[src/design/vco_cal_pkg.sv]
// Constants, register map and types shared by the calibration sequencer and its helpers.
// Assumes a 40 MHz system clock and registers that are one byte wide.
package vco_cal_pkg;

  localparam int unsigned CLK_PERIOD_NS = 25;

  // Register indices; the Wishbone byte address is four times the index.
  localparam logic [9:0] IDX_CAL_CTRL = 10'h018;
  localparam logic [9:0] IDX_MON_CTRL = 10'h01a;
  localparam logic [9:0] IDX_ZD_CTRL = 10'h01e;
  localparam logic [9:0] IDX_STATUS = 10'h01f;
  localparam logic [9:0] IDX_VCO_DIV = 10'h1e0;
  localparam logic [9:0] IDX_SRC_SEL = 10'h1e1;
  localparam logic [9:0] IDX_UPDATE = 10'h232;
  localparam logic [9:0] IDX_R_DIV = 10'h0f0;
  localparam logic [9:0] IDX_REF_DLY = 10'h0f1;
  localparam logic [9:0] IDX_FB_DLY = 10'h0f2;

  // Slots of the shadow and active register arrays.
  localparam logic [2:0] SLOT_CAL = 3'h0;
  localparam logic [2:0] SLOT_MON = 3'h1;
  localparam logic [2:0] SLOT_ZD = 3'h2;
  localparam logic [2:0] SLOT_VDIV = 3'h3;
  localparam logic [2:0] SLOT_SRC = 3'h4;
  localparam logic [2:0] SLOT_RDIV = 3'h5;
  localparam logic [2:0] SLOT_RDLY = 3'h6;
  localparam logic [2:0] SLOT_FDLY = 3'h7;

  // Reset values, slot 7 down to slot 0.
  localparam logic [7:0][7:0] SHADOW_RST = {8'h00, 8'h00, 8'h01, 8'h02,
                                            8'h01, 8'h00, 8'h00, 8'h06};

  // Field positions.
  localparam int unsigned CAL_START_BIT = 0;
  localparam int unsigned CAL_DIV_LSB = 1;
  localparam int unsigned MON_EXT_BIT = 6;
  localparam int unsigned ZD_MODE_LSB = 1;
  localparam int unsigned ZD_CHAN_LSB = 3;
  localparam int unsigned DONE_BIT = 6;
  localparam int unsigned UPDATE_BIT = 0;
  localparam int unsigned SRC_VCO_BIT = 1;

  localparam logic [1:0] ZD_INTERNAL = 2'h1;
  localparam logic [1:0] ZD_EXTERNAL = 2'h3;

  localparam logic [12:0] CAL_CYCLES = 13'h1130;

  // Longest edge gap before an input counts as too slow, in ns and in cycles.
  localparam int unsigned REF_MON_NORMAL_NS = 2000;
  localparam int unsigned REF_MON_EXT_NS = 20000;
  localparam int unsigned VCO_MON_NS = 2000;
  localparam logic [11:0] REF_MON_NORMAL_CYC = 12'(REF_MON_NORMAL_NS / CLK_PERIOD_NS);
  localparam logic [11:0] REF_MON_EXT_CYC = 12'(REF_MON_EXT_NS / CLK_PERIOD_NS);
  localparam logic [11:0] VCO_MON_CYC = 12'(VCO_MON_NS / CLK_PERIOD_NS);

  typedef enum logic [1:0] {
    CAL_IDLE = 2'b00,
    CAL_TUNE = 2'b01,
    CAL_RELEASE = 2'b10
  } cal_state_t;

  // Divide ratio of the calibration divider field: 2, 4, 8 or 16.
  function automatic logic [4:0] cal_ratio(input logic [1:0] sel);
    return 5'h02 << sel;
  endfunction

endpackage

[src/design/cal_clk_if.sv]
// Link between the sequencer and its calibration clock divider.
// Both ends sit on the same system clock.
`timescale 1ns/10ps
interface cal_clk_if;
  logic ref_tick;
  logic run;
  logic [7:0] r_div;
  logic [1:0] cal_sel;
  logic cal_tick;
  modport ctrl (output ref_tick, run, r_div, cal_sel, input cal_tick);
  modport div (input ref_tick, run, r_div, cal_sel, output cal_tick);
endinterface

[src/design/cal_clk_divider.sv]
// Divides reference edges by R and then by the calibration ratio into a one-cycle tick.
// Assumes ref_tick is a single-cycle pulse, never on two cycles in a row.
`timescale 1ns/10ps
module cal_clk_divider (
  input wire logic clk_sys_in, // System clock.
  input wire logic rst_n_in, // Synchronous reset, active low.
  cal_clk_if.div link // Control in, tick out.
);
  typedef struct packed {
    logic [7:0] r_cnt;
    logic [4:0] c_cnt;
    logic tick;
  } div_state_t;

  div_state_t s_reg;
  div_state_t s_next;
  logic [7:0] r_eff;
  logic [4:0] ratio;

  always_comb
  begin
    r_eff = (link.r_div == 8'h00) ? 8'h01 : link.r_div;
    ratio = vco_cal_pkg::cal_ratio(link.cal_sel);
    s_next = s_reg;
    s_next.tick = 1'b0;
    if (!link.run)
    begin
      s_next.r_cnt = 8'h00;
      s_next.c_cnt = 5'h00;
    end
    else if (link.ref_tick)
    begin
      if (s_reg.r_cnt >= r_eff - 8'h01)
      begin
        s_next.r_cnt = 8'h00;
        if (s_reg.c_cnt >= ratio - 5'h01)
        begin
          s_next.c_cnt = 5'h00;
          s_next.tick = 1'b1;
        end
        else
          s_next.c_cnt = s_reg.c_cnt + 5'h01;
      end
      else
        s_next.r_cnt = s_reg.r_cnt + 8'h01;
    end
  end

  always_ff @(posedge clk_sys_in)
  begin
    if (!rst_n_in)
      s_reg <= '0;
    else
      s_reg <= s_next;
  end

  assign link.cal_tick = s_reg.tick;

  a_tick_spacing: assert property (@(posedge clk_sys_in) disable iff (!rst_n_in)
    link.cal_tick |=> !link.cal_tick[*2])
    else $error("Calibration ticks closer than the smallest ratio allows.");

  a_tick_needs_run: assert property (@(posedge clk_sys_in) disable iff (!rst_n_in)
    link.cal_tick |-> $past(link.run) && $past(link.ref_tick, 2) == 1'b0)
    else $error("Calibration tick without a running divider.");

endmodule // cal_clk_divider

[src/design/freq_monitor.sv]
// Flags an input whose edges stop arriving within a programmable number of cycles.
// Assumes edge_in is a synchronised single-cycle pulse.
`timescale 1ns/10ps
module freq_monitor (
  input wire logic clk_sys_in, // System clock.
  input wire logic rst_n_in, // Synchronous reset, active low.
  input wire logic edge_in, // One pulse per input edge.
  input wire logic [11:0] thresh_in, // Longest allowed gap in cycles.
  output logic below_out // High while the input is too slow.
);
  typedef struct packed {
    logic [11:0] cnt;
    logic below;
  } mon_state_t;

  mon_state_t s_reg;
  mon_state_t s_next;

  always_comb
  begin
    s_next = s_reg;
    if (edge_in)
    begin
      s_next.cnt = 12'h000;
      s_next.below = 1'b0;
    end
    else if (s_reg.cnt >= thresh_in)
      s_next.below = 1'b1;
    else
      s_next.cnt = s_reg.cnt + 12'h001;
  end

  // Starts flagged so that no input is trusted before its first edge.
  always_ff @(posedge clk_sys_in)
  begin
    if (!rst_n_in)
      s_reg <= '{cnt: 12'h000, below: 1'b1};
    else
      s_reg <= s_next;
  end

  assign below_out = s_reg.below;

  a_flag_on_edge: assert property (@(posedge clk_sys_in) disable iff (!rst_n_in)
    edge_in |=> !below_out)
    else $error("Monitor stayed flagged after an edge.");

endmodule // freq_monitor

[src/design/vco_calibration_sequencer.sv]
// VCO calibration sequencer with its register file, frequency monitors and
// zero delay feedback selection. Registers are reached over classic Wishbone;
// reference and sense inputs are asynchronous pins and are synchronised here.
//
// Decided for this implementation: register access over Wishbone and the placing of the registers.
`timescale 1ns/10ps

module vco_calibration_sequencer (
  input wire logic clk_sys_in, // System clock, 40 MHz.
  input wire logic rst_n_in, // Synchronous reset, active low.
  input wire logic wb_cyc_in, // Wishbone cycle.
  input wire logic wb_stb_in, // Wishbone strobe.
  input wire logic wb_we_in, // Wishbone write enable.
  input wire logic [11:0] wb_adr_in, // Wishbone byte address.
  input wire logic [3:0] wb_sel_in, // Wishbone byte selects.
  input wire logic [31:0] wb_dat_in, // Wishbone write data.
  output logic [31:0] wb_dat_out, // Wishbone read data.
  output logic wb_ack_out, // Wishbone acknowledge.
  input wire logic pll_reference_input_a_in, // Reference A pin.
  input wire logic pll_reference_input_b_in, // Reference B pin.
  input wire logic vco_sense_in, // Divided VCO sense pin.
  input wire logic clk_pin_sense_in, // Divided external clock pin sense.
  input wire logic eeprom_auto_cal_in, // Stored setup asks for auto calibration.
  input wire logic eeprom_load_done_in, // Pulse: stored setup has been loaded.
  output logic dist_sync_out, // Distribution held in sync.
  output logic loop_closed_out, // PLL loop closed.
  output logic cal_done_out, // Calibration finished.
  output logic feedback_source_mux_a_out, // 0 channel divider 0, 1 clock pins.
  output logic feedback_source_mux_b_out, // 0 normal feedback, 1 zero delay path.
  output logic [1:0] zd_channel_sel_out, // Channel divider used for feedback.
  output logic [7:0] ref_delay_out, // Reference path delay setting.
  output logic [7:0] fb_delay_out, // Feedback path delay setting.
  output logic [7:0] r_div_out, // Active R divider value.
  output logic [2:0] vco_div_out, // Active VCO divider field.
  output logic [1:0] clk_source_sel_out, // Active distribution source field.
  output logic [2:0] freq_low_out // Slow flags: ref A, ref B, VCO or clock pins.
);
  typedef struct packed {
    logic [2:0] sync_ra;
    logic [2:0] sync_rb;
    logic [2:0] sync_vco;
    logic [2:0] sync_clkp;
    logic ack;
    logic [31:0] dat;
    logic [7:0][7:0] sh;
    logic [7:0][7:0] ac;
    logic upd;
    vco_cal_pkg::cal_state_t st;
    logic [12:0] cnt;
    logic done;
    logic sync;
    logic closed;
    logic fb_a;
    logic fb_b;
    logic [1:0] zd_chan;
  } seq_state_t;

  seq_state_t s_reg;
  seq_state_t s_next;
  cal_clk_if clk_link ();
  logic [2:0] mon_edge;
  logic [2:0] mon_low;
  logic [11:0] mon_thresh [3];
  logic req;
  logic wr_en;
  logic [9:0] idx;
  logic [3:0] wr_slot;
  logic [3:0] rd_slot;
  logic [7:0] rd_byte;
  logic commit;
  logic start_rise;
  logic auto_go;
  logic cal_start;
  logic [1:0] zd_mode;

  // Returns {valid, slot} for a register index that lives in the byte arrays.
  function automatic logic [3:0] slot_of(input logic [9:0] i);
    case (i)
      vco_cal_pkg::IDX_CAL_CTRL: slot_of = {1'b1, vco_cal_pkg::SLOT_CAL};
      vco_cal_pkg::IDX_MON_CTRL: slot_of = {1'b1, vco_cal_pkg::SLOT_MON};
      vco_cal_pkg::IDX_ZD_CTRL: slot_of = {1'b1, vco_cal_pkg::SLOT_ZD};
      vco_cal_pkg::IDX_VCO_DIV: slot_of = {1'b1, vco_cal_pkg::SLOT_VDIV};
      vco_cal_pkg::IDX_SRC_SEL: slot_of = {1'b1, vco_cal_pkg::SLOT_SRC};
      vco_cal_pkg::IDX_R_DIV: slot_of = {1'b1, vco_cal_pkg::SLOT_RDIV};
      vco_cal_pkg::IDX_REF_DLY: slot_of = {1'b1, vco_cal_pkg::SLOT_RDLY};
      vco_cal_pkg::IDX_FB_DLY: slot_of = {1'b1, vco_cal_pkg::SLOT_FDLY};
      default: slot_of = 4'h0;
    endcase
  endfunction

  // Only the second and third synchroniser stages feed the edge detectors.
  assign mon_edge[0] = s_reg.sync_ra[1] & ~s_reg.sync_ra[2];
  assign mon_edge[1] = s_reg.sync_rb[1] & ~s_reg.sync_rb[2];
  assign mon_edge[2] = s_reg.ac[vco_cal_pkg::SLOT_SRC][vco_cal_pkg::SRC_VCO_BIT] ?
                       (s_reg.sync_vco[1] & ~s_reg.sync_vco[2]) :
                       (s_reg.sync_clkp[1] & ~s_reg.sync_clkp[2]);

  assign mon_thresh[0] = s_reg.ac[vco_cal_pkg::SLOT_MON][vco_cal_pkg::MON_EXT_BIT] ?
                         vco_cal_pkg::REF_MON_EXT_CYC : vco_cal_pkg::REF_MON_NORMAL_CYC;
  assign mon_thresh[1] = mon_thresh[0];
  assign mon_thresh[2] = vco_cal_pkg::VCO_MON_CYC;

  generate
    for (genvar g = 0; g < 3; g++)
    begin : gen_mon
      freq_monitor u_mon (
        .clk_sys_in(clk_sys_in),
        .rst_n_in(rst_n_in),
        .edge_in(mon_edge[g]),
        .thresh_in(mon_thresh[g]),
        .below_out(mon_low[g])
      );
    end
  endgenerate

  // The calibration clock follows reference A only while tuning.
  assign clk_link.ref_tick = mon_edge[0];
  assign clk_link.run = (s_reg.st == vco_cal_pkg::CAL_TUNE);
  assign clk_link.r_div = s_reg.ac[vco_cal_pkg::SLOT_RDIV];
  assign clk_link.cal_sel = s_reg.ac[vco_cal_pkg::SLOT_CAL][vco_cal_pkg::CAL_DIV_LSB +: 2];

  cal_clk_divider u_div (
    .clk_sys_in(clk_sys_in),
    .rst_n_in(rst_n_in),
    .link(clk_link)
  );

  // Bus decode. A write takes effect at the edge where ack is high.
  assign req = wb_cyc_in & wb_stb_in;
  assign idx = wb_adr_in[11:2];
  assign wr_en = req & wb_we_in & s_reg.ack & wb_sel_in[0];
  assign wr_slot = slot_of(idx);
  assign rd_slot = slot_of(idx);

  // Start is the committed rising transition of the start bit, never a divider change.
  assign commit = s_reg.upd;
  assign start_rise = commit & s_reg.sh[vco_cal_pkg::SLOT_CAL][vco_cal_pkg::CAL_START_BIT] &
                      ~s_reg.ac[vco_cal_pkg::SLOT_CAL][vco_cal_pkg::CAL_START_BIT];
  // The auto path needs a live reference; otherwise software must start by hand.
  assign auto_go = eeprom_load_done_in & eeprom_auto_cal_in & ~mon_low[0];
  assign cal_start = start_rise | auto_go;

  always_comb
  begin
    rd_byte = 8'h00;
    if (rd_slot[3])
      rd_byte = s_reg.sh[rd_slot[2:0]];
    else if (idx == vco_cal_pkg::IDX_STATUS)
    begin
      rd_byte[vco_cal_pkg::DONE_BIT] = s_reg.done;
      rd_byte[2:0] = mon_low;
    end
    else if (idx == vco_cal_pkg::IDX_UPDATE)
      rd_byte[vco_cal_pkg::UPDATE_BIT] = s_reg.upd;
  end

  always_comb
  begin
    s_next = s_reg;
    s_next.sync_ra = {s_reg.sync_ra[1:0], pll_reference_input_a_in};
    s_next.sync_rb = {s_reg.sync_rb[1:0], pll_reference_input_b_in};
    s_next.sync_vco = {s_reg.sync_vco[1:0], vco_sense_in};
    s_next.sync_clkp = {s_reg.sync_clkp[1:0], clk_pin_sense_in};

    // One wait state, ack for one cycle; unmapped reads return zero.
    s_next.ack = req & ~s_reg.ack;
    if (req & ~s_reg.ack)
      s_next.dat = {24'h000000, rd_byte};

    // The update bit clears itself one cycle after it is written.
    s_next.upd = 1'b0;
    if (wr_en)
    begin
      if (wr_slot[3])
        s_next.sh[wr_slot[2:0]] = wb_dat_in[7:0];
      else if (idx == vco_cal_pkg::IDX_UPDATE)
        s_next.upd = wb_dat_in[vco_cal_pkg::UPDATE_BIT];
    end
    if (commit)
      s_next.ac = s_reg.sh;

    if (cal_start)
    begin
      s_next.st = vco_cal_pkg::CAL_TUNE;
      s_next.cnt = 13'h0000;
      s_next.done = 1'b0;
      s_next.sync = 1'b1;
      s_next.closed = 1'b0;
    end
    else
    begin
      case (s_reg.st)
        vco_cal_pkg::CAL_IDLE:
          s_next.st = vco_cal_pkg::CAL_IDLE;
        vco_cal_pkg::CAL_TUNE:
          if (clk_link.cal_tick)
          begin
            if (s_reg.cnt == vco_cal_pkg::CAL_CYCLES - 13'h0001)
            begin
              s_next.st = vco_cal_pkg::CAL_RELEASE;
              s_next.sync = 1'b0;
              s_next.done = 1'b1;
            end
            else
              s_next.cnt = s_reg.cnt + 13'h0001;
          end
        vco_cal_pkg::CAL_RELEASE:
        begin
          // Outputs restart a cycle before the loop closes, so they may run unsettled.
          s_next.st = vco_cal_pkg::CAL_IDLE;
          s_next.closed = 1'b1;
        end
        default:
          s_next.st = vco_cal_pkg::CAL_IDLE;
      endcase
    end

    // Routing follows the committed mode, so the muxes switch on the commit edge.
    zd_mode = s_next.ac[vco_cal_pkg::SLOT_ZD][vco_cal_pkg::ZD_MODE_LSB +: 2];
    s_next.fb_b = (zd_mode == vco_cal_pkg::ZD_INTERNAL) ||
                  (zd_mode == vco_cal_pkg::ZD_EXTERNAL);
    s_next.fb_a = (zd_mode == vco_cal_pkg::ZD_EXTERNAL);
    // Channels 1 to 3 only reach the loop through the clock pins.
    s_next.zd_chan = (zd_mode == vco_cal_pkg::ZD_EXTERNAL) ?
                     s_next.ac[vco_cal_pkg::SLOT_ZD][vco_cal_pkg::ZD_CHAN_LSB +: 2] : 2'h0;
  end

  always_ff @(posedge clk_sys_in)
  begin
    if (!rst_n_in)
    begin
      s_reg <= '0;
      s_reg.sh <= vco_cal_pkg::SHADOW_RST;
      s_reg.ac <= vco_cal_pkg::SHADOW_RST;
      s_reg.st <= vco_cal_pkg::CAL_IDLE;
      s_reg.closed <= 1'b1;
    end
    else
      s_reg <= s_next;
  end

  assign wb_dat_out = s_reg.dat;
  assign wb_ack_out = s_reg.ack;
  assign dist_sync_out = s_reg.sync;
  assign loop_closed_out = s_reg.closed;
  assign cal_done_out = s_reg.done;
  assign feedback_source_mux_a_out = s_reg.fb_a;
  assign feedback_source_mux_b_out = s_reg.fb_b;
  assign zd_channel_sel_out = s_reg.zd_chan;
  assign ref_delay_out = s_reg.ac[vco_cal_pkg::SLOT_RDLY];
  assign fb_delay_out = s_reg.ac[vco_cal_pkg::SLOT_FDLY];
  assign r_div_out = s_reg.ac[vco_cal_pkg::SLOT_RDIV];
  assign vco_div_out = s_reg.ac[vco_cal_pkg::SLOT_VDIV][2:0];
  assign clk_source_sel_out = s_reg.ac[vco_cal_pkg::SLOT_SRC][1:0];
  assign freq_low_out = mon_low;

  a_start_sync: assert property (@(posedge clk_sys_in) disable iff (!rst_n_in)
    cal_start |=> dist_sync_out && !loop_closed_out && !cal_done_out)
    else $error("Calibration start did not force sync and clear done.");

  a_done_low_run: assert property (@(posedge clk_sys_in) disable iff (!rst_n_in)
    dist_sync_out |-> !cal_done_out)
    else $error("Done reads one while calibrating.");

  a_start_needs_upd: assert property (@(posedge clk_sys_in) disable iff (!rst_n_in)
    $rose(dist_sync_out) |-> $past(s_reg.upd) || $past(auto_go))
    else $error("Calibration began without a committed update.");

  a_no_retrigger: assert property (@(posedge clk_sys_in) disable iff (!rst_n_in)
    (commit && s_reg.ac[vco_cal_pkg::SLOT_CAL][vco_cal_pkg::CAL_START_BIT] && !auto_go)
    |=> !(s_reg.st == vco_cal_pkg::CAL_TUNE && s_reg.cnt == 13'h0000 && $rose(dist_sync_out)))
    else $error("Start bit held at one restarted calibration.");

  a_release_close: assert property (@(posedge clk_sys_in) disable iff (!rst_n_in)
    $fell(dist_sync_out) |-> !loop_closed_out ##1 loop_closed_out)
    else $error("Loop not closed one cycle after sync release.");

  a_tune_length: assert property (@(posedge clk_sys_in) disable iff (!rst_n_in)
    $fell(dist_sync_out) |-> $past(s_reg.cnt) == vco_cal_pkg::CAL_CYCLES - 13'h0001)
    else $error("Calibration ended after the wrong tick count.");

  a_done_status: assert property (@(posedge clk_sys_in) disable iff (!rst_n_in)
    $fell(dist_sync_out) |-> cal_done_out)
    else $error("Done not set at end of calibration.");

  a_auto_cal: assert property (@(posedge clk_sys_in) disable iff (!rst_n_in)
    auto_go |=> dist_sync_out && s_reg.cnt == 13'h0000)
    else $error("Auto load did not start calibration.");

  a_zd_internal: assert property (@(posedge clk_sys_in) disable iff (!rst_n_in)
    s_reg.ac[vco_cal_pkg::SLOT_ZD][vco_cal_pkg::ZD_MODE_LSB +: 2] == vco_cal_pkg::ZD_INTERNAL
    |-> feedback_source_mux_b_out && !feedback_source_mux_a_out && zd_channel_sel_out == 2'h0)
    else $error("Internal zero delay feedback not routed.");

  a_zd_external: assert property (@(posedge clk_sys_in) disable iff (!rst_n_in)
    s_reg.ac[vco_cal_pkg::SLOT_ZD][vco_cal_pkg::ZD_MODE_LSB +: 2] == vco_cal_pkg::ZD_EXTERNAL
    |-> feedback_source_mux_b_out && feedback_source_mux_a_out)
    else $error("External zero delay feedback not routed.");

  a_ack_one: assert property (@(posedge clk_sys_in) disable iff (!rst_n_in)
    req && !wb_ack_out |=> wb_ack_out ##1 !wb_ack_out)
    else $error("Bus acknowledge not a single cycle after one wait.");

  a_sync_held: assert property (@(posedge clk_sys_in) disable iff (!rst_n_in)
    $fell(dist_sync_out) |-> $past(clk_link.cal_tick))
    else $error("Sync released before the last calibration tick.");

  a_commit_copy: assert property (@(posedge clk_sys_in) disable iff (!rst_n_in)
    commit |=> s_reg.ac == $past(s_reg.sh))
    else $error("Update did not commit the shadow registers.");

  a_ext_chan: assert property (@(posedge clk_sys_in) disable iff (!rst_n_in)
    s_reg.ac[vco_cal_pkg::SLOT_ZD][vco_cal_pkg::ZD_MODE_LSB +: 2] != vco_cal_pkg::ZD_EXTERNAL
    |-> zd_channel_sel_out == 2'h0)
    else $error("Channel select used outside external zero delay mode.");

  a_no_auto_low: assert property (@(posedge clk_sys_in) disable iff (!rst_n_in)
    eeprom_load_done_in && mon_low[0] && !start_rise && !dist_sync_out |=> !dist_sync_out)
    else $error("Auto path started a calibration without a reference.");

  c_cal_done: cover property (@(posedge clk_sys_in) disable iff (!rst_n_in)
    $fell(dist_sync_out) ##1 loop_closed_out);
  c_restart: cover property (@(posedge clk_sys_in) disable iff (!rst_n_in)
    dist_sync_out && cal_start);
  c_ext_zd: cover property (@(posedge clk_sys_in) disable iff (!rst_n_in)
    feedback_source_mux_a_out && zd_channel_sel_out != 2'h0);
  c_ref_low: cover property (@(posedge clk_sys_in) disable iff (!rst_n_in)
    $rose(freq_low_out[0]));
  c_auto_start: cover property (@(posedge clk_sys_in) disable iff (!rst_n_in)
    auto_go ##1 dist_sync_out);

endmodule // vco_calibration_sequencer

[config.mk]
export PLATFORM = sky130hd
export DESIGN_NAME = vco_calibration_sequencer
export DESIGN_NICKNAME = d
export VERILOG_FILES = /design/src/design/vco_cal_pkg.sv /design/src/design/cal_clk_if.sv /design/src/design/cal_clk_divider.sv /design/src/design/freq_monitor.sv /design/src/design/vco_calibration_sequencer.sv
export SDC_FILE = /design/constraint.sdc
export NUM_CORES = 1
export LEC_CHECK = 0
export ABC_AREA = 1
export BUFFER_PORTS_ARGS = -buffer_cell sky130_fd_sc_hd__clkbuf_2
export CORE_MARGIN = 8
export CORE_UTILIZATION = 55
export DETAILED_ROUTE_END_ITERATION = 8
export PLACE_DENSITY = 0.77
export SKIP_LAST_GASP = 1
export SLEW_MARGIN = 40
export SYNTH_ARGS = -nofsm -noshare
export SYNTH_HDL_FRONTEND = slang
export SYNTH_SLANG_ARGS = --single-unit
[constraint.sdc]
create_clock -name clk_sys_in -period 2.9 [get_ports clk_sys_in]
set_input_delay 0.435 -clock clk_sys_in [delete_from_list [all_inputs] [get_ports clk_sys_in]]
set_output_delay 0.435 -clock clk_sys_in [all_outputs]
set_load 0.03 [all_outputs]
==> results.ini <==
[cts]
cts_tree = built
insertion_delay_ps = 430
cts.sinks = 197
cts_buffers = 17
clockRootBuffer = clkbuf_16
clk_path_buf_depth = 2
clkTransAtPathRegs_ps = 70
h-tree-depth = 4

[floorplan]
fp.dieH_um = 150
num_rows = 49
die_area_um2 = 22400
core_area_um2 = 17800
die_x_um = 150
start_util = 0.554
ios = 131

[pwr]
ir_worst_vdd_mv = 0.455
comb_power_share = 0.047
p_clk_frac = 0.441
p_int_w = 0.00415
power_density_nw_per_um2 = 503
p_total_w = 0.00535
switching_share = 0.224
power.switching_w = 0.00120
power_leakage_nw = 4.61
seqPwrFrac = 0.512

[grt]
antenna_found_initial = 0
grt_pass1_vias = 7675
grt.overflow.total = 0
grt_usage = 0.201
grt_max_degree = 75
grt_pass1_wl_mm = 36.3

[finish]
multi_input_area_um2 = 4600
finish.net_count = 1444
largest_reg_flops = 88
fin_cells = 1593
final_area_um2 = 10600
drive_above_1_share = 0.134
seqCellArea_um2 = 3950
diodes = 0
nFillCells = 1637
area_growth_pct = 8.08

[logic_synthesis]
synth.distinct_cells = 47
synth-seq-cells = 197
ys.flop_type = dfxtp_1
synth_edf_count = 0
syn_area_um2 = 9850
ys_async_sr_fraction = 0
synth_cells = 1326
yosysWarnings = 0
ys_seq_area_frac = 0.401
synth_area_per_cell_um2 = 7.43

[worst_setup_path]
cpMaxStageDelayCell = dfxtp_1
crit_start = r_div_out[4]$_SDFFE_PN0P_
rr_startpoint = r_div_out[4]$_SDFFE_PN0P_
reg2reg_depth = 17
critPathLaunchType = flip-flop
crit_arrival_ps = 3050
cp.required_ps = 3250
end_kind = flip-flop
crit_fanout = 5
cp_cell_sequence = nor2_1, inv_1, nor3_2, a21oi_2, ha_2, nand2_1, xnor2_1, inv_1, ha_1, nand2_1, nor2_2, nand4_1, o2111ai_2, nand2_2, buf_4, or2_2, a21oi_1
critPathKind = reg2reg
cpPeakStageDelay_ps = 340

[timing]
period_needed_ps = 2690
finalCritPeriodShare = 0.929
hold_violations = 0
finClkSkew_ps = 12.0
maxSlewViolCount = 0
max_clock_freq_mhz = 371
worst_pin_slew_ps = 547
max-slew-margin-rel = 0.634
whs_ps = 191
setup_viol = 0

[placement]
dp_hpwl_mm = 16.4
dpl_cell_area_um2 = 10000
portBuffers = 77
gp_congestion = 0.880
place_inst = 1560

[route]
wl_mm = 22.4
post-route-drc-count = 0
wl_per_cell_um = 14.1
drtIter0Drc = 536
viasPerCell = 5.18
vias = 8247
drtAntennaViolNets = 0
drtPass1Iterations = 5

[min_path]
hold_start = vco_sense_in
whs_path_depth = 3
hold_class = in2reg

[job]
maxCapViolCount = 0

[status]
status = complete, no violations

cell families after synthesis:
kind of cell / count (synthesis) / synth area share
AOI/OAI and AO/OA: 264 / 0.161
xor gates and xnor gates: 18 / 0.0160
adders and majority gates: 31 / 0.0394
buffers and inverters: 299 / 0.144
DFF: 197 / 0.401
other: 1 / 0.000381
and+or+nand+nor: 516 / 0.238
layer usage:
layer  vias up  GRT usage  part of all wire
met3        26     0.0411             0.054
met5         -          0                 0
met1      3771      0.243              0.43
li1       4251          -                 -
met4         0     0.0685             0.017
met2       199      0.348              0.49
area by class of cell:
| type | count | area share |
|---|---|---|
| repair buffers | 92 | 0.0480 |
| clock inverters | 8 | 0.0120 |
| multi-input cells | 853 | 0.432 |
| clock buffers | 21 | 0.0423 |
| flip-flops and latches | 197 | 0.371 |
| well taps | 229 | 0.0269 |
| inverters | 193 | 0.0681 |
layout by cell type (no fill, tap or decap), types with 11 or more instances in the layout:
master / instances
a211oi_1: 27
a21oi_1: 112
buf_4: 14
clkbuf_16: 17
clkbuf_2: 77
conb_1: 24
dfxtp_1: 196
ha_1: 30
inv_1: 179
nand2_1: 219
nand3_1: 60
nand4_1: 14
nor2_1: 145
nor3_1: 28
o21a_1: 29
o21ai_0: 66
xor2_1: 11
synth_stat cells, types with 5 or more instances:
cell type  instances  area share
a211oi_2           7      0.0089
nor3_1            30       0.015
xor2_1            11      0.0098
ha_1              31       0.039
nand4_1           14      0.0089
o21ai_0           66       0.034
a21oi_1          113       0.057
a211oi_1          27       0.021
nor2_1           146       0.056
buf_1              8      0.0030
a21oi_2            6      0.0053
clkbuf_1          21      0.0080
nand2_4            5      0.0057
xnor2_1            7      0.0062
dfxtp_1          197        0.40
nand3_1           60       0.030
buf_4             70       0.053
nand2_2            8      0.0051
o21a_1            29       0.022
o211ai_1           8      0.0061
inv_2              9      0.0034
inv_1            180       0.069
nand2_1          220       0.084
critical path: cells and delay by family, from the launching register on:
kind,cells,cell delay (ps)
simple gates,8,890
flops,1,340
buf+inv,3,310
compound gates,3,450
fa+ha+maj,2,480
xor+xnor,1,150
timing repair:
item,CTS,global route
gates resized for setup,0,7
hold buffers,0,0
setup buffers,0,4
endpoints found under the setup margin,0,13
power groups by stage:
stage	Combinational (W)	Clock (W)	Sequential [W]
2_1_floorplan	0.000204	0	0.00280
3_3_place_gp	0.000244	0	0.00280
3_5_place_dp	0.000246	0	0.00280
4_1_cts	0.000248	0.00240	0.00274
5_1_grt	0.000275	0.00252	0.00274
6_report	0.000251	0.00236	0.00274
path summary, 6_finish.rpt:
kind / end / slack [ps]
worst max-delay path: u_div.s_reg[1]$_SDFFE_PN0P_ / 210
worst min-delay path: s_next[188]$_SDFF_PN0_ / 190
worst max register to register: u_div.s_reg[1]$_SDFFE_PN0P_ / 210
worst min register to register: s_next[192]$_SDFF_PN0_ / 420
stage by stage:
| stage | setup WS (ps) | setup TNS, ps | utilization |
|---|---|---|---|
| floorplan | 382 | 0 | - |
| global placement | 157 | 0 | 0.563 |
| detailed placement | 76.0 | 0 | 0.563 |
| CTS | 63.2 | 0 | 0.595 |
| global route | -36.9 | -97.4 | 0.599 |
| finish | 205 | 0 | 0.599 |
Note: power is estimated with default switching activity, not from simulation.
